`config.mk`:
```
export PLATFORM = sky130hd
export DESIGN_NAME = opr_regs
export DESIGN_NICKNAME = d
export VERILOG_FILES = /design/src/core/opr_pkg.sv /design/src/core/opr_pin_if.sv /design/src/core/opr_pin_drv.sv /design/src/core/opr_regs.sv
export SDC_FILE = /design/constraint.sdc
export NUM_CORES = 1
export LEC_CHECK = 0
export BUFFER_PORTS_ARGS = -buffer_cell sky130_fd_sc_hd__buf_2
export CAP_MARGIN = 10
export CORE_ASPECT_RATIO = 0.7
export CORE_UTILIZATION = 35
export CTS_CLUSTER_SIZE = 24
export DETAILED_ROUTE_END_ITERATION = 6
export PLACE_DENSITY = 0.88
export SYNTH_ARGS = -nofsm -noshare
export SYNTH_HDL_FRONTEND = slang
export SYNTH_HIERARCHICAL = 1
export SYNTH_SLANG_ARGS = --single-unit
```
`constraint.sdc`:
```
create_clock -name clk_i -period 4.3 [get_ports clk_i]
set_clock_uncertainty 0.15 [all_clocks]
set_input_delay 0 -clock clk_i [delete_from_list [all_inputs] [get_ports clk_i]]
set_output_delay 0 -clock clk_i [all_outputs]
set_load 0.01 [all_outputs]
```
`src/core/opr_pkg.sv`:
```
// Constants for the OTP program control and pin output level register slice.
// Assumes a 32-bit classic Wishbone slave with byte addresses.
package opr_pkg;
    // ==========================================================
    // Register indices and byte addresses
    localparam logic [11:0] OPR_IDX_PROG_CTRL = 12'h107;
    localparam logic [11:0] OPR_IDX_PIN_OUT   = 12'h108;
    localparam logic [13:0] OPR_ADR_PROG_CTRL = {OPR_IDX_PROG_CTRL, 2'h0};
    localparam logic [13:0] OPR_ADR_PIN_OUT   = {OPR_IDX_PIN_OUT, 2'h0};
    // ==========================================================
    // Field positions and widths
    localparam int          OPR_BIT_TRIGGER   = 0;
    localparam int          OPR_BIT_PAGE      = 1;
    localparam int          OPR_PIN_W         = 6;
    // ==========================================================
    // Values after reset
    localparam logic        OPR_RST_PAGE      = 1'h0;
    localparam logic [5:0]  OPR_RST_LEVELS    = 6'h00;
    localparam logic [31:0] OPR_RD_ZERO       = 32'h0000_0000;
endpackage

```
`src/core/opr_pin_if.sv`:
```
// Carrier between the register slice and its pin driver.
// Assumes both ends share one clock.
`timescale 1ns/1ps
interface opr_pin_if;
    logic [5:0] level;
    logic [5:0] dir_out;
    logic [5:0] pin_out;
    logic [5:0] pin_oe;
    modport regs (output level, output dir_out, input pin_out, input pin_oe);
    modport drv  (input level, input dir_out, output pin_out, output pin_oe);
endinterface

```
`src/core/opr_pin_drv.sv`:
```
// Pin driver: turns stored levels into pad output and enable.
// Assumes direction comes from same-clock configuration logic.
`timescale 1ns/1ps
module opr_pin_drv (
    input  wire logic clk_i,
    input  wire logic rst_i,
    opr_pin_if.drv    pins
);
    logic [5:0] out_ff;
    logic [5:0] oe_ff;

    // ==========================================================
    // Drive
    // A pin not set as output is never driven, and its registered output level is forced low as well.
    always_ff @(posedge clk_i) begin
        if (rst_i) begin
            out_ff <= opr_pkg::OPR_RST_LEVELS;
            oe_ff  <= 6'h00;
        end else begin
            oe_ff  <= pins.dir_out;
            out_ff <= pins.level & pins.dir_out;
        end
    end

    assign pins.pin_out = out_ff;
    assign pins.pin_oe  = oe_ff;

    // ==========================================================
    // Checks
    a_undriven_pin_low: assert property (@(posedge clk_i) disable iff (rst_i)
        (out_ff & ~oe_ff) == 6'h00)
        else $error("pin output high while not enabled");
    a_level_reaches_pin: assert property (@(posedge clk_i) disable iff (rst_i)
        ##1 ($past(pins.dir_out) == oe_ff) && (out_ff == ($past(pins.level) & oe_ff)))
        else $error("pin level does not follow stored level");
endmodule

```
`src/core/opr_regs.sv`:
```
// OTP program control and pin output level registers on classic Wishbone.
// Assumes unlock status and pin direction come from same-clock device logic.
`timescale 1ns/1ps
module opr_regs (
    input  wire logic        clk_i,
    input  wire logic        rst_i,
    input  wire logic        wb_cyc_i,
    input  wire logic        wb_stb_i,
    input  wire logic        wb_we_i,
    input  wire logic [13:0] wb_adr_i,
    input  wire logic [3:0]  wb_sel_i,
    input  wire logic [31:0] wb_dat_i,
    output logic      [31:0] wb_dat_o,
    output logic             wb_ack_o,
    input  wire logic        unlock_one_ok_i,
    input  wire logic        unlock_two_ok_i,
    input  wire logic [5:0]  pin_dir_out_i,
    output logic             prog_start_o,
    output logic             prog_page_o,
    output logic [5:0]       pin_out_o,
    output logic [5:0]       pin_oe_o
);
    logic        ack_ff;
    logic [31:0] dat_ff;
    logic        page_ff;
    logic [5:0]  level_ff;
    logic        start_ff;
    logic        start_page_ff;
    logic        req;
    logic        wr_lane0;
    logic        hit_ctrl;
    logic        hit_pins;
    logic [31:0] nxt_dat;

    opr_pin_if pins ();

    // ==========================================================
    // Decode helper
    // The full 14-bit compare keeps aliases of both registers out of the map.
    function automatic logic opr_hit(input logic [13:0] adr, input logic [13:0] target);
        return adr == target;
    endfunction

    // ==========================================================
    // Bus decode
    // One wait state: the answer is registered so read data and ack leave flip-flops.
    assign req      = wb_cyc_i && wb_stb_i && !ack_ff;
    assign wr_lane0 = req && wb_we_i && wb_sel_i[0];
    assign hit_ctrl = opr_hit(wb_adr_i, opr_pkg::OPR_ADR_PROG_CTRL);
    assign hit_pins = opr_hit(wb_adr_i, opr_pkg::OPR_ADR_PIN_OUT);

    always_comb begin
        nxt_dat = opr_pkg::OPR_RD_ZERO;
        if (hit_ctrl) begin
            nxt_dat[opr_pkg::OPR_BIT_PAGE] = page_ff;
        end else if (hit_pins) begin
            nxt_dat[opr_pkg::OPR_PIN_W-1:0] = level_ff;
        end
    end

    always_ff @(posedge clk_i) begin
        if (rst_i) begin
            ack_ff <= 1'b0;
            dat_ff <= opr_pkg::OPR_RD_ZERO;
        end else begin
            ack_ff <= req;
            dat_ff <= req ? nxt_dat : opr_pkg::OPR_RD_ZERO;
        end
    end

    // ==========================================================
    // Registers
    always_ff @(posedge clk_i) begin
        if (rst_i) begin
            page_ff  <= opr_pkg::OPR_RST_PAGE;
            level_ff <= opr_pkg::OPR_RST_LEVELS;
        end else begin
            if (wr_lane0 && hit_ctrl) begin
                page_ff <= wb_dat_i[opr_pkg::OPR_BIT_PAGE];
            end
            if (wr_lane0 && hit_pins) begin
                level_ff <= wb_dat_i[opr_pkg::OPR_PIN_W-1:0];
            end
        end
    end

    // ==========================================================
    // Program trigger
    // The trigger is never stored: a refused or finished request leaves nothing to read back.
    always_ff @(posedge clk_i) begin
        if (rst_i) begin
            start_ff      <= 1'b0;
            start_page_ff <= opr_pkg::OPR_RST_PAGE;
        end else begin
            start_ff <= wr_lane0 && hit_ctrl && wb_dat_i[opr_pkg::OPR_BIT_TRIGGER]
                        && unlock_one_ok_i && unlock_two_ok_i;
            if (wr_lane0 && hit_ctrl) begin
                start_page_ff <= wb_dat_i[opr_pkg::OPR_BIT_PAGE];
            end
        end
    end

    // ==========================================================
    // Pins
    assign pins.level   = level_ff;
    assign pins.dir_out = pin_dir_out_i;

    opr_pin_drv u_drv (
        .clk_i (clk_i),
        .rst_i (rst_i),
        .pins  (pins)
    );

    assign wb_ack_o     = ack_ff;
    assign wb_dat_o     = dat_ff;
    assign prog_start_o = start_ff;
    assign prog_page_o  = start_page_ff;
    assign pin_out_o    = pins.pin_out;
    assign pin_oe_o     = pins.pin_oe;

    // ==========================================================
    // Checks
    a_ctrl_read_value: assert property (@(posedge clk_i) disable iff (rst_i)
        (req && !wb_we_i && hit_ctrl) |=> (wb_ack_o && wb_dat_o == {30'h0, $past(page_ff), 1'b0}))
        else $error("control register read value wrong");
    a_page_mapping: assert property (@(posedge clk_i) disable iff (rst_i)
        prog_start_o |-> (prog_page_o == $past(wb_dat_i[1])))
        else $error("programmed page differs from written select");
    a_unlock_gate: assert property (@(posedge clk_i) disable iff (rst_i)
        prog_start_o |-> $past(unlock_one_ok_i && unlock_two_ok_i))
        else $error("programming started while locked");
    a_trigger_fires: assert property (@(posedge clk_i) disable iff (rst_i)
        (wr_lane0 && hit_ctrl && wb_dat_i[0] && unlock_one_ok_i && unlock_two_ok_i)
        |=> prog_start_o ##1 !prog_start_o)
        else $error("trigger did not pulse once");
    a_trigger_reads_zero: assert property (@(posedge clk_i) disable iff (rst_i)
        (req && !wb_we_i && hit_ctrl) |=> !wb_dat_o[0])
        else $error("trigger bit read back as one");
    a_pin_write_read: assert property (@(posedge clk_i) disable iff (rst_i)
        (wr_lane0 && hit_pins) |=> (level_ff == $past(wb_dat_i[5:0])))
        else $error("pin level register did not hold written value");
    a_pin_read_value: assert property (@(posedge clk_i) disable iff (rst_i)
        (req && !wb_we_i && hit_pins) |=> (wb_ack_o && wb_dat_o == {26'h0, $past(level_ff)}))
        else $error("pin level register read value wrong");
    a_level_to_pin: assert property (@(posedge clk_i) disable iff (rst_i)
        (wr_lane0 && hit_pins) ##1 1'b1
        |=> (pin_out_o == ($past(level_ff) & $past(pin_dir_out_i))))
        else $error("pin does not show written level");
    a_pin_gated_dir: assert property (@(posedge clk_i) disable iff (rst_i)
        (pin_out_o & ~pin_oe_o) == 6'h00)
        else $error("disabled pin driven high");
    a_reserved_zero: assert property (@(posedge clk_i) disable iff (rst_i)
        wb_ack_o |-> (wb_dat_o[31:6] == 26'h0))
        else $error("reserved bits read nonzero");
    a_ack_one_cycle: assert property (@(posedge clk_i) disable iff (rst_i)
        wb_ack_o |=> !wb_ack_o)
        else $error("ack held longer than one cycle");

    // ==========================================================
    // Checks: bus answer
    // The answer is fixed at one cycle, so a host may rely on it without a timeout.
    a_ack_answers: assert property (@(posedge clk_i) disable iff (rst_i)
        req |=> wb_ack_o)
        else $error("request not answered in one cycle");
    a_idle_data_zero: assert property (@(posedge clk_i) disable iff (rst_i)
        !wb_ack_o |-> (wb_dat_o == opr_pkg::OPR_RD_ZERO))
        else $error("read data not zero outside ack");
    a_unmapped_read_zero: assert property (@(posedge clk_i) disable iff (rst_i)
        (req && !wb_we_i && !hit_ctrl && !hit_pins) |=> (wb_dat_o == opr_pkg::OPR_RD_ZERO))
        else $error("unmapped read returned data");
    a_sel_gates_write: assert property (@(posedge clk_i) disable iff (rst_i)
        (req && wb_we_i && !wb_sel_i[0]) |=> ($stable(level_ff) && $stable(page_ff)))
        else $error("write without lane zero changed a register");

    // ==========================================================
    // Checks: program trigger
    // A start pulse may only come from an accepted control write with the trigger set.
    a_page_store: assert property (@(posedge clk_i) disable iff (rst_i)
        (wr_lane0 && hit_ctrl) |=> (page_ff == $past(wb_dat_i[opr_pkg::OPR_BIT_PAGE])))
        else $error("page select not stored");
    a_page_held: assert property (@(posedge clk_i) disable iff (rst_i)
        !(wr_lane0 && hit_ctrl) |=> ($stable(prog_page_o) && $stable(page_ff)))
        else $error("page select changed without a control write");
    a_locked_no_start: assert property (@(posedge clk_i) disable iff (rst_i)
        (wr_lane0 && hit_ctrl && !(unlock_one_ok_i && unlock_two_ok_i)) |=> !prog_start_o)
        else $error("locked trigger write started programming");
    a_read_no_start: assert property (@(posedge clk_i) disable iff (rst_i)
        (req && !wb_we_i) |=> !prog_start_o)
        else $error("read started programming");
    a_start_needs_write: assert property (@(posedge clk_i) disable iff (rst_i)
        prog_start_o |-> $past(wr_lane0 && hit_ctrl && wb_dat_i[0]))
        else $error("start pulse without a trigger write");
    a_start_one_cycle: assert property (@(posedge clk_i) disable iff (rst_i)
        prog_start_o |=> !prog_start_o)
        else $error("start pulse longer than one cycle");

    // ==========================================================
    // Checks: pin levels
    // Pins lag the level register and the direction by one cycle through the driver.
    a_level_held: assert property (@(posedge clk_i) disable iff (rst_i)
        !(wr_lane0 && hit_pins) |=> $stable(level_ff))
        else $error("pin level changed without a pin write");
    a_oe_follows_dir: assert property (@(posedge clk_i) disable iff (rst_i)
        1'b1 |=> (pin_oe_o == $past(pin_dir_out_i)))
        else $error("pin enable does not follow direction");
    a_dir_gates_pin: assert property (@(posedge clk_i) disable iff (rst_i)
        1'b1 |=> (pin_out_o == ($past(level_ff) & $past(pin_dir_out_i))))
        else $error("pin level not gated by direction");
    a_pins_reserved_zero: assert property (@(posedge clk_i) disable iff (rst_i)
        (req && !wb_we_i && hit_pins) |=> (wb_dat_o[7:6] == 2'h0))
        else $error("reserved pin bits read nonzero");
endmodule

```
== Yosys cells after proc, flatten, opt, wreduce, memory -nomap -nowiden ==
Cells that the tools add are included.
Word-level totals
  flip-flop bits (word level): 53
  bits of input ports: 63
  output and inout bits: 47
  logic and storage cells: 28
Operators by class
  equal/unequal tests: 2
  multiplexer cells: 2
  bitwise operators: 3
  reductions and logical operators: 12
Operators by type and width (count)
  14-bit by 11-bit equality test with 1-bit output, second input constant: 2
  1-bit logical AND: 9
  6-bit bitwise AND: 1
  4-bit OR reduction: 1
  2-bit two-way mux: 1
  1-bit NOT: 2
  2-bit OR reduction: 1
  1-bit zero test: 1
  1-bit two-way mux: 1

== Depth between registers and ports, before layout ==
Gate-level depths: netlist (run 1).
  depth after elaboration: 8
  mapped depth: 5
  depth with buffers taken out: 4

== Hierarchy ==
Netlist (run 1), hierarchy kept.
Modules (own cells, without submodules)
  opr_regs: times used 1, cells an instance 92, area each 823.3 µm², seq. area each 300.3 µm²
  opr_pin_drv: times used 1, cells an instance 25, area each 341.6 µm², seq. area each 240.2 µm²

== Worst setup path before layout (run 1) ==
No wires, ideal clock.
  path type: flip-flop to flip-flop
  from: register ack_ff, in the netlist wb_ack_o
  to: register dat_ff[0], in the netlist wb_dat_o[0]
  library setup time: 60 ps
  arrival: 1238 ps
  data required time: 4090 ps
  path slack: 2852 ps
  cell stages (with the launch flop): 5
  path buffers: 0
  clock period less this slack: 1448 ps
  cells stage by stage: dfxtp_1 and3b_1 nor2b_1 nor3b_1 and2_1
Between the ends
  cells in the longest elaborated chain, start to end: 4
RTL lines
  start: declaration: RTL line opr_regs.sv:23  | logic ack_ff;
  start signal: assignment: RTL line opr_regs.sv:66  | ack_ff <= req;
  1-bit zero test: RTL line opr_regs.sv:47  | assign req = wb_cyc_i && wb_stb_i && !ack_ff;
  1-bit logical AND: RTL line opr_regs.sv:47
  1-bit NOT (no source line)
  4-bit OR reduction (no source line)
  end signal: assignment: RTL line opr_regs.sv:64  | dat_ff <= opr_pkg::OPR_RD_ZERO;
  end signal: assignment: RTL line opr_regs.sv:67  | dat_ff <= req ? nxt_dat : opr_pkg::OPR_RD_ZERO;
  end: declaration: RTL line opr_regs.sv:24  | logic [31:0] dat_ff;
No other way between the ends.
A chain may end at the register's enable or synchronous reset.

== Worst setup path after layout (run 1) ==
  from: input unlock_one_ok_i
  to: register start_ff, in the netlist prog_start_o
Between the ends
  cells in the longest elaborated chain, start to end: 2
RTL lines
  start: declaration: RTL line opr_regs.sv:15  | input wire logic unlock_one_ok_i,
  1-bit logical AND (2 in a row): RTL line opr_regs.sv:96  | && unlock_one_ok_i && unlock_two_ok_i;
  end signal: assignment: RTL line opr_regs.sv:95  | start_ff <= wr_lane0 && hit_ctrl && wb_dat_i[opr_pkg::OPR_BIT_TRIGGER]
  end: declaration: RTL line opr_regs.sv:27  | logic start_ff;
No other way between the ends.

==> flow_summary.html, run 1 <==
<table>
<tr><th>Metric</th><th>Value</th></tr>
<tr><th colspan="2">Critical path</th></tr>
<tr><td>Critical path class</td><td>in -&gt; reg</td></tr>
<tr><td>Required time of the worst setup path</td><td>4360 ps</td></tr>
<tr><td>WP data arrival</td><td>a little under 2000 ps</td></tr>
<tr><td>Setup crit start</td><td>unlock_one_ok_i</td></tr>
<tr><td>Start of the worst register-to-register path</td><td>wb_ack_o$_SDFF_PP0_</td></tr>
<tr><td>Critical Path Start Type</td><td>input port</td></tr>
<tr><td>Endpoint class of the critical path</td><td>flip-flop</td></tr>
<tr><td>Critical Path Fanout Max</td><td>1</td></tr>
<tr><th colspan="2">STA</th></tr>
<tr><td>Count of endpoints failing hold in the final timing report</td><td>0</td></tr>
<tr><td>Achievable frequency</td><td>around 0.53 GHz</td></tr>
<tr><td>Hold slack</td><td>66.6 ps</td></tr>
<tr><td>Final Cycle Share</td><td>43.8%</td></tr>
<tr><td>Tightest Pin Transition</td><td>606 ps</td></tr>
<tr><td>Sum of negative setup slack</td><td>0 ps</td></tr>
<tr><td>Count of final max-slew check failures</td><td>0</td></tr>
<tr><td>Smallest setup slack after layout</td><td>around 2400 ps</td></tr>
<tr><td>RSZ-0062 raised after global routing</td><td>false</td></tr>
<tr><td>Count of endpoints failing setup in the final report</td><td>0</td></tr>
<tr><td>Shortest period the worst path allows</td><td>roughly 1900 ps</td></tr>
<tr><td>Relative max-transition margin</td><td>between 50% and 60%</td></tr>
<tr><th colspan="2">Final layout</th></tr>
<tr><td>Area overhead of the layout relative to synthesis</td><td>39.8%</td></tr>
<tr><td>Fin cells</td><td>231</td></tr>
<tr><td>N_diodes</td><td>0</td></tr>
<tr><td>Net count of the finished layout</td><td>257</td></tr>
<tr><td>Number of inserted filler cells in the final layout</td><td>~290</td></tr>
<tr><td>Area taken by multi-input logic gates</td><td>between 400 and 500 sq um</td></tr>
<tr><td>Proportion of layout cells with a drive suffix above 1</td><td>about a third</td></tr>
<tr><td>Sequential standard cell area</td><td>541 sq um</td></tr>
<tr><th colspan="2">Hold path</th></tr>
<tr><td>Path type of the worst min-delay path</td><td>in -&gt; reg</td></tr>
<tr><td>Source of the worst hold timing path</td><td>wb_cyc_i</td></tr>
<tr><th colspan="2">Logic synthesis</th></tr>
<tr><td>Netlist area before placement</td><td>0.00116 sq mm</td></tr>
<tr><td>Async SR Flop Fraction</td><td>0%</td></tr>
<tr><td>Register bit total from synthesis</td><td>27</td></tr>
<tr><td>Number of synthesis warnings</td><td>6</td></tr>
<tr><td>Number of cells produced by synthesis</td><td>~120</td></tr>
<tr><td>Count of flip-flops with a built-in enable after synthesis</td><td>0</td></tr>
<tr><td>Dominant register cell in the synthesized netlist</td><td>sky130_fd_sc_hd__dfxtp_1</td></tr>
<tr><td>Distinct cells, synth</td><td>30</td></tr>
<tr><td>Mean area per synthesized cell</td><td>9.96 sq um</td></tr>
<tr><td>Post-synthesis sequential area ratio</td><td>46.4%</td></tr>
<tr><th colspan="2">Clock tree</th></tr>
<tr><td>Clock tree from TritonCTS</td><td>done</td></tr>
<tr><td>Hold buffer count at cts</td><td>23</td></tr>
<tr><td>H-tree levels</td><td>1</td></tr>
<tr><td>Number of buffers added for setup after CTS</td><td>0</td></tr>
<tr><td>Total of cells resized after clock tree synthesis</td><td>0</td></tr>
<tr><td>Sinks on Clock Net</td><td>27</td></tr>
<tr><td>Root Driver</td><td>sky130_fd_sc_hd__clkbuf_8</td></tr>
<tr><td>TritonCTS buffer count</td><td>3</td></tr>
<tr><td>Post-CTS clock slew at the launch and capture registers of the worst setup and hold paths</td><td>about 80 ps</td></tr>
<tr><td>Number of buffers between clock root and the deepest sink</td><td>2</td></tr>
<tr><td>Clock latency on the worst-skew pair</td><td>approximately 260 ps</td></tr>
<tr><th colspan="2">Drt</th></tr>
<tr><td>Detailed-route vias per instance</td><td>roughly 4.2</td></tr>
<tr><td>Initial DRC count</td><td>between 50 and 60</td></tr>
<tr><td>Per-cell routed wire length</td><td>between 9 and 10 um</td></tr>
<tr><td>Drc violations</td><td>5</td></tr>
<tr><td>Count of nets left with antenna violations after detail routing</td><td>0</td></tr>
<tr><td>Total iterations of the first detailed-routing run</td><td>6</td></tr>
<tr><td>Count of vias placed by the detailed router</td><td>slightly below 1000</td></tr>
<tr><td>Sum of routed wire length over all layers</td><td>~2300 um</td></tr>
<tr><th colspan="2">GRT</th></tr>
<tr><td>All-layer global routing usage</td><td>12.9%</td></tr>
<tr><td>Aggregate global routing overflow</td><td>0</td></tr>
<tr><td>Initial antenna violation count</td><td>0</td></tr>
<tr><td>Pin count of the biggest net entering global routing</td><td>23</td></tr>
<tr><td>Vias in the first global route</td><td>between 800 and 900</td></tr>
<tr><td>Global-route wire length before repair</td><td>between 3000 and 4000 um</td></tr>
<tr><th colspan="2">Floorplan</th></tr>
<tr><td>Number of placement rows</td><td>17</td></tr>
<tr><td>Core Box Area</td><td>roughly 0.0032 sq mm</td></tr>
<tr><td>Io pins</td><td>110</td></tr>
<tr><td>Floorplan die width</td><td>71.0 um</td></tr>
<tr><td>Initial core utilization</td><td>a little under two fifths</td></tr>
<tr><td>Die Outline Area</td><td>between 0.003 and 0.004 sq mm</td></tr>
<tr><td>Y dimension of the die</td><td>50.3 um</td></tr>
<tr><th colspan="2">Power and ir drop</th></tr>
<tr><td>Leakage Power</td><td>between 0.8 and 0.9 nW</td></tr>
<tr><td>Total power density per cell area</td><td>275 mW/mm^2</td></tr>
<tr><td>Worst ir drop on vdd</td><td>approximately 0.00013 V</td></tr>
<tr><th colspan="2">Place</th></tr>
<tr><td>DP Worst Slack</td><td>2380 ps</td></tr>
<tr><td>Number of placed instances with taps included</td><td>between 200 and 250</td></tr>
<tr><td>Count of input and output buffers</td><td>54</td></tr>
<tr><td>Final RePlAce weighted congestion</td><td>0.665</td></tr>
<tr><td>Post-DP HPWL</td><td>1480 um</td></tr>
<tr><th colspan="2">Outcome</th></tr>
<tr><td>Violations in the final reports</td><td>DRC</td></tr>
<tr><td>Run status</td><td>complete, but fails checks</td></tr>
<tr><th colspan="2">Job</th></tr>
<tr><td>Max-cap violations</td><td>0</td></tr>
</table>
## flip-flops by register name (all words and copies together) (netlist names)
register,cells
u_drv/pins.pin_out,6
level_ff,6
wb_dat_o,6
prog_page_o,1
prog_start_o,1
u_drv/pins.pin_oe,6
wb_ack_o,1
## cells in the final DEF, fill, tap and decap left out, types with 2 or more instances in the layout
master                          instances
sky130_fd_sc_hd__nand2b_1               3
sky130_fd_sc_hd__inv_1                  4
sky130_fd_sc_hd__and3b_1                7
sky130_fd_sc_hd__conb_1                26
sky130_fd_sc_hd__or3_1                  3
sky130_fd_sc_hd__buf_2                 54
sky130_fd_sc_hd__dfxtp_1               27
sky130_fd_sc_hd__a21oi_1                4
sky130_fd_sc_hd__clkbuf_8               3
sky130_fd_sc_hd__o21ai_0                8
sky130_fd_sc_hd__dlygate4sd3_1         23
sky130_fd_sc_hd__nor2b_1                9
sky130_fd_sc_hd__nand4_1                2
sky130_fd_sc_hd__and2_1                 5
## cells in the mapped netlist, types with 2 or more instances
library cell               number  share of area [%]
sky130_fd_sc_hd__or3_1          3                1.6
sky130_fd_sc_hd__nand4_1        2                1.1
sky130_fd_sc_hd__a21oi_1        4                1.7
sky130_fd_sc_hd__and2_1         5                2.7
sky130_fd_sc_hd__nand2b_1       3                1.6
sky130_fd_sc_hd__and3b_1        7                5.3
sky130_fd_sc_hd__nor2b_1        9                4.8
sky130_fd_sc_hd__dfxtp_1       27                 46
sky130_fd_sc_hd__inv_1          4                1.3
sky130_fd_sc_hd__buf_4         26                 17
sky130_fd_sc_hd__o21ai_0        8                3.4
## per-stage QoR
step                power, W  cell area, sq um  util (%)
global route        0.000468              1630      51.4
detailed placement  0.000303              1350      42.7
global placement    0.000302              1350      42.7
CTS                 0.000450              1630      51.4
finish              0.000448              1630      51.4
floorplan           0.000300              1260         -
## cells by family (layout without fill, tap and decap cells)
kind of cell           count (synthesis)  after routing  synth area share (%)
other                                  1             26                 0.322
and+or+nand+nor                       41             41                  26.0
AOI/OAI and AO/OA                     13             13                  6.02
muxes                                  1              1                 0.859
buffers and inverters                 34             85                  20.4
DFF                                   27             27                  46.4
## per-layer routing
metal	routed length [um]	share of wire, %	global-route usage [%]	vias up
met5	0	0	0	-
met4	44	1.9	5.33	0
met3	136	5.9	2.61	6
met2	1140	50	22.9	47
met1	966	42	15.4	431
li1	-	-	-	493
## power by group
| part | internal, W | switching, W | total, W |
|---|---|---|---|
| Sequential | 0.000253 | 0.000000704 | 0.000254 |
| Clock | 0.0000660 | 0.0000700 | 0.000136 |
| Combinational | 0.0000304 | 0.0000278 | 0.0000582 |
## worst paths after layout
check | endpoint | slack, ps | cells after the start
max | prog_start_o$_SDFF_PP0_ | 2420 | 6
min | wb_ack_o$_SDFF_PP0_ | 70 | 3
max reg2reg | wb_dat_o[5]$_SDFF_PP0_ | 2550 | 4
min reg2reg | wb_dat_o[2]$_SDFF_PP0_ | 330 | 1
## critical path: stages
cell and delay (ps):
sky130_fd_sc_hd__dlygate4sd3_1 520, sky130_fd_sc_hd__buf_2 100, sky130_fd_sc_hd__nand2_1 40, sky130_fd_sc_hd__dlygate4sd3_1 560
sky130_fd_sc_hd__nor3_1 160, sky130_fd_sc_hd__dlygate4sd3_1 570
## layout make-up
cell class,count,area share (%)
Inverter,4,0.922
Clock buffer,4,2.76
Timing Repair Buffer,77,30.7
Sequential cell,27,33.2
Multi-Input combinational cell,81,29.5
Tap cell,38,2.92
Power figures use the tool's default switching activity.
==> run 2: changes to the inputs <==
--- a/config.mk
+++ b/config.mk
@@ -8,10 +8,10 @@
 export BUFFER_PORTS_ARGS = -buffer_cell sky130_fd_sc_hd__buf_2
 export CAP_MARGIN = 10
 export CORE_ASPECT_RATIO = 0.7
-export CORE_UTILIZATION = 35
+export CORE_UTILIZATION = 32
 export CTS_CLUSTER_SIZE = 24
 export DETAILED_ROUTE_END_ITERATION = 6
-export PLACE_DENSITY = 0.88
+export PLACE_DENSITY = 0.85
 export SYNTH_ARGS = -nofsm -noshare
 export SYNTH_HDL_FRONTEND = slang
 export SYNTH_HIERARCHICAL = 1
==> constraint.sdc (replaced) <==
create_clock -name clk_i -period 1.7 [get_ports clk_i]
set_clock_uncertainty 0.15 [all_clocks]
set_input_delay 0 -clock clk_i [delete_from_list [all_inputs] [get_ports clk_i]]
set_output_delay 0 -clock clk_i [all_outputs]
set_load 0.01 [all_outputs]
==> run 2 against run 1 <==
Effect of this change: power rose to 2.6 times the previous value; the flow now finishes without violations; sequential power rose to 2.5 times the previous value; critical path type is now reg -> reg; largest cell class unchanged; first-iteration DRC count rose by 1.9%; via count rose by 0.61%; largest power group unchanged; global-route usage fell by 0.27 points; combinational power rose to 2.5 times the previous value; clock power rose to 2.6 times the previous value; core utilization fell by 2.1 points; routed wire length rose by 10%.
==> flow_summary.html, run 2 (synthesized netlist as in run 1, its figures left out) <==
<table>
<tr><th>Metric</th><th>Value</th></tr>
<tr><th colspan="2">Final layout</th></tr>
<tr><td>Cell area after layout</td><td>0.00163 sq mm (about the same)</td></tr>
<tr><td>Proportion of layout cells with a drive suffix above 1</td><td>34.4% (was 31.6%)</td></tr>
<tr><td>Net count of the finished layout</td><td>256 (was 257)</td></tr>
<tr><td>N_diodes</td><td>0 (unchanged)</td></tr>
<tr><td>Area overhead of the layout relative to synthesis</td><td>39.5% (was 39.8%)</td></tr>
<tr><td>Fin cells</td><td>239 (was 231)</td></tr>
<tr><td>Commonest non-fill, non-tap cell in the layout</td><td>sky130_fd_sc_hd__buf_2 (unchanged)</td></tr>
<tr><td>Leading cell types in the layout, fill and taps excluded</td><td>sky130_fd_sc_hd__buf_2, sky130_fd_sc_hd__dfxtp_1, sky130_fd_sc_hd__conb_1 (unchanged)</td></tr>
<tr><th colspan="2">STA</th></tr>
<tr><td>Sum of negative setup slack</td><td>0 ps (unchanged)</td></tr>
<tr><td>RSZ-0062 raised after global routing</td><td>false (unchanged)</td></tr>
<tr><td>Achievable frequency</td><td>between 0.6 and 0.7 GHz</td></tr>
<tr><td>Count of endpoints failing setup in the final report</td><td>0 (unchanged)</td></tr>
<tr><td>Final Cycle Share</td><td>between 90% and 100%</td></tr>
<tr><td>Smallest setup slack after layout</td><td>62.6 ps (was 2420 ps)</td></tr>
<tr><td>Count of endpoints failing hold in the final timing report</td><td>0 (unchanged)</td></tr>
<tr><td>Count of final max-slew check failures</td><td>0 (unchanged)</td></tr>
<tr><td>Shortest period the worst path allows</td><td>1640 ps</td></tr>
<tr><th colspan="2">Clock tree</th></tr>
<tr><td>Clock tree from TritonCTS</td><td>done (unchanged)</td></tr>
<tr><td>H-tree levels</td><td>1 (unchanged)</td></tr>
<tr><td>Root Driver</td><td>sky130_fd_sc_hd__clkbuf_8 (unchanged)</td></tr>
<tr><td>Sinks on Clock Net</td><td>27 (unchanged)</td></tr>
<tr><td>Number of buffers between clock root and the deepest sink</td><td>2 (unchanged)</td></tr>
<tr><td>Clock latency on the worst-skew pair</td><td>270 ps (was 260 ps)</td></tr>
<tr><td>Post-CTS clock slew at the launch and capture registers of the worst setup and hold paths</td><td>90 ps (was 80 ps)</td></tr>
<tr><td>TritonCTS buffer count</td><td>3 (unchanged)</td></tr>
<tr><td>Number of buffers added for setup after CTS</td><td>0 (unchanged)</td></tr>
<tr><th colspan="2">Drt</th></tr>
<tr><td>Drc violations</td><td>0 (was 5)</td></tr>
<tr><td>Initial DRC count</td><td>55 (was 54)</td></tr>
<tr><td>Detailed-route vias per instance</td><td>4.11 (was 4.23)</td></tr>
<tr><td>Sum of routed wire length over all layers</td><td>2520 um (was 2290 um)</td></tr>
<tr><td>Total iterations of the first detailed-routing run</td><td>4 (was 6)</td></tr>
<tr><td>Count of nets left with antenna violations after detail routing</td><td>0 (unchanged)</td></tr>
<tr><td>Per-cell routed wire length</td><td>10.6 um (was 9.91 um)</td></tr>
<tr><td>Count of vias placed by the detailed router</td><td>983 (was 977)</td></tr>
<tr><th colspan="2">Power and ir drop</th></tr>
<tr><td>Int Power</td><td>0.000879 W (was 0.000350 W)</td></tr>
<tr><td>Leakage Power</td><td>0.829 nW (was 0.839 nW)</td></tr>
<tr><td>Total power density per cell area</td><td>704 mW/mm^2 (was 275 mW/mm^2)</td></tr>
<tr><td>Worst ir drop on vdd</td><td>0.000347 V (was 0.000128 V)</td></tr>
<tr><td>Part of the power in combinational logic</td><td>12.8% (was 13.0%)</td></tr>
<tr><td>Net Sw Frac</td><td>23.2% (was 22.0%)</td></tr>
<tr><td>Share of power burned in registers</td><td>56.2% (was 56.7%)</td></tr>
<tr><td>Power dissipated by switching net loads</td><td>0.000265 W (was 0.0000984 W)</td></tr>
<tr><td>Clock share of power</td><td>31.1% (was 30.4%)</td></tr>
<tr><th colspan="2">Critical path</th></tr>
<tr><td>Worst path max stage delay</td><td>550 ps (was 570 ps)</td></tr>
<tr><td>Critical Path Start Type</td><td>flip-flop (was input port)</td></tr>
<tr><td>Number of cells on the worst reg-to-reg path</td><td>4 (unchanged)</td></tr>
<tr><td>Endpoint class of the critical path</td><td>flip-flop (unchanged)</td></tr>
<tr><td>Buf/Inv on CP</td><td>1 (was 4)</td></tr>
<tr><td>WP data arrival</td><td>1650 ps (was 1940 ps)</td></tr>
<tr><td>Critical Path Fanout Max</td><td>3 (was 1)</td></tr>
<tr><td>Required time of the worst setup path</td><td>1720 ps (was 4360 ps)</td></tr>
<tr><td>Critical path class</td><td>reg -&gt; reg (was in -&gt; reg)</td></tr>
<tr><td>Crit path cell chain</td><td>and3b_1 -&gt; nand4_1 -&gt; mux2i_1 -&gt; dlygate4sd3_1 (was dlygate4sd3_1 -&gt; buf_2 -&gt; nand2_1 -&gt; dlygate4sd3_1 -&gt; nor3_1 -&gt; dlygate4sd3_1)</td></tr>
<tr><td>Library cell contributing the largest single delay on the critical path</td><td>sky130_fd_sc_hd__dlygate4sd3_1 (unchanged)</td></tr>
<tr><td>Critical path depth</td><td>4 (was 6)</td></tr>
<tr><td>Cell family with most CP delay</td><td>buffers and inverters (unchanged)</td></tr>
<tr><th colspan="2">Place</th></tr>
<tr><td>Post-DP HPWL</td><td>1710 um (was 1480 um)</td></tr>
<tr><td>DP Worst Slack</td><td>193 ps (was 2380 ps)</td></tr>
<tr><td>Count of input and output buffers</td><td>54 (unchanged)</td></tr>
<tr><td>Area after detailed placement</td><td>0.00140 sq mm (was 0.00135 sq mm)</td></tr>
<tr><td>Final RePlAce weighted congestion</td><td>0.689 (was 0.665)</td></tr>
<tr><td>Number of placed instances with taps included</td><td>217 (was 204)</td></tr>
<tr><th colspan="2">GRT</th></tr>
<tr><td>Pin count of the biggest net entering global routing</td><td>22 (was 23)</td></tr>
<tr><td>Global-route wire length before repair</td><td>3620 um (was 3580 um)</td></tr>
<tr><td>Initial antenna violation count</td><td>0 (unchanged)</td></tr>
<tr><td>All-layer global routing usage</td><td>12.7% (was 12.9%)</td></tr>
<tr><td>Aggregate global routing overflow</td><td>0 (unchanged)</td></tr>
<tr><td>Vias in the first global route</td><td>807 (unchanged)</td></tr>
<tr><th colspan="2">Floorplan</th></tr>
<tr><td>Io pins</td><td>110 (unchanged)</td></tr>
<tr><td>Core Box Area</td><td>0.00330 sq mm (was 0.00317 sq mm)</td></tr>
<tr><td>Number of placement rows</td><td>17 (unchanged)</td></tr>
<tr><td>Die Outline Area</td><td>0.00389 sq mm (was 0.00357 sq mm)</td></tr>
<tr><td>Initial core utilization</td><td>35.3% (was 36.8%)</td></tr>
<tr><td>Floorplan die width</td><td>74.1 um (was 71.0 um)</td></tr>
<tr><td>Y dimension of the die</td><td>52.5 um (was 50.3 um)</td></tr>
<tr><th colspan="2">Hold path</th></tr>
<tr><td>Cell count of the worst hold path</td><td>5 (was 3)</td></tr>
<tr><td>Path type of the worst min-delay path</td><td>in -&gt; reg (unchanged)</td></tr>
<tr><th colspan="2">Outcome</th></tr>
<tr><td>Run status</td><td>complete, no violations (was complete, but fails checks)</td></tr>
<tr><th colspan="2">Job</th></tr>
<tr><td>Max-cap violations</td><td>0 (unchanged)</td></tr>
</table>
run 2: cell types whose count changed in the layout (fill, tap and decap cells not counted), sizes merged:
cell and delta:
dlygate4sd3 -5, clkbuf -1, clkinv +1, buf +4
run 2: cell type report:
class                      count  area, sq um
tap                           47         58.8
sequential                    27          541
inverter                       4         15.0
fill                         303         1670
multi-input combinational     81          480
clock buffer                   3         41.3
timing repair buffer          76          484
clock inverter                 1         5.00
run 2: final timing paths:
kind | from | endpoint | slack (ps)
setup reg to reg | wb_ack_o$_SDFF_PP0_ | prog_page_o$_SDFFE_PP0P_ | 60
setup / recovery | wb_ack_o$_SDFF_PP0_ | prog_page_o$_SDFFE_PP0P_ | 60
hold / removal | wb_adr_i[12] | level_ff[2]$_SDFFE_PP0P_ | 20
hold reg to reg | level_ff[5]$_SDFFE_PP0P_ | wb_dat_o[5]$_SDFF_PP0_ | 320
run 2: layer usage:
layer  track usage (%)  share of wire [%]  vias up
met5                 0                  0        -
met4              4.81                  0        0
met3              4.81                9.2        0
met2              23.3                 53       56
met1              13.0                 38      439
li1                  -                  -      488
run 2: repair_timing:
action                                  in CTS  in global routing
hold endpoints to repair                    21                  0
resized for setup                            0                  1
hold buffers                                18                  0
endpoints found under the setup margin       0                  1
run 2: through the flow:
| step | utilization [%] | total power (W) | hold slack, ps |
|---|---|---|---|
| 3_5_place_dp | 42.3 | 0.000770 | 86.1 |
| 4_1_cts | 49.2 | 0.00115 | 1.59 |
| 3_3_place_gp | 42.3 | 0.000766 | 79.8 |
| 5_1_grt | 49.3 | 0.00120 | 49.3 |
| 6_report | 49.3 | 0.00114 | 16.7 |
| 2_1_floorplan | - | 0.000759 | -31.7 |
run 2: worst reg2reg max path: stages, from the launching register on:
cell and delay [ps]:
sky130_fd_sc_hd__dfxtp_1 310, sky130_fd_sc_hd__and3b_1 240, sky130_fd_sc_hd__nand4_1 140, sky130_fd_sc_hd__mux2i_1 150, sky130_fd_sc_hd__dlygate4sd3_1 550
run 2: power by group through the flow:
stage          sequential (W)  combinational (W)  clock [W]
2_1_floorplan        0.000662          0.0000971          0
3_3_place_gp         0.000657           0.000109          0
3_5_place_dp         0.000658           0.000112          0
4_1_cts              0.000643           0.000143   0.000365
5_1_grt              0.000644           0.000160   0.000393
6_report             0.000642           0.000146   0.000355
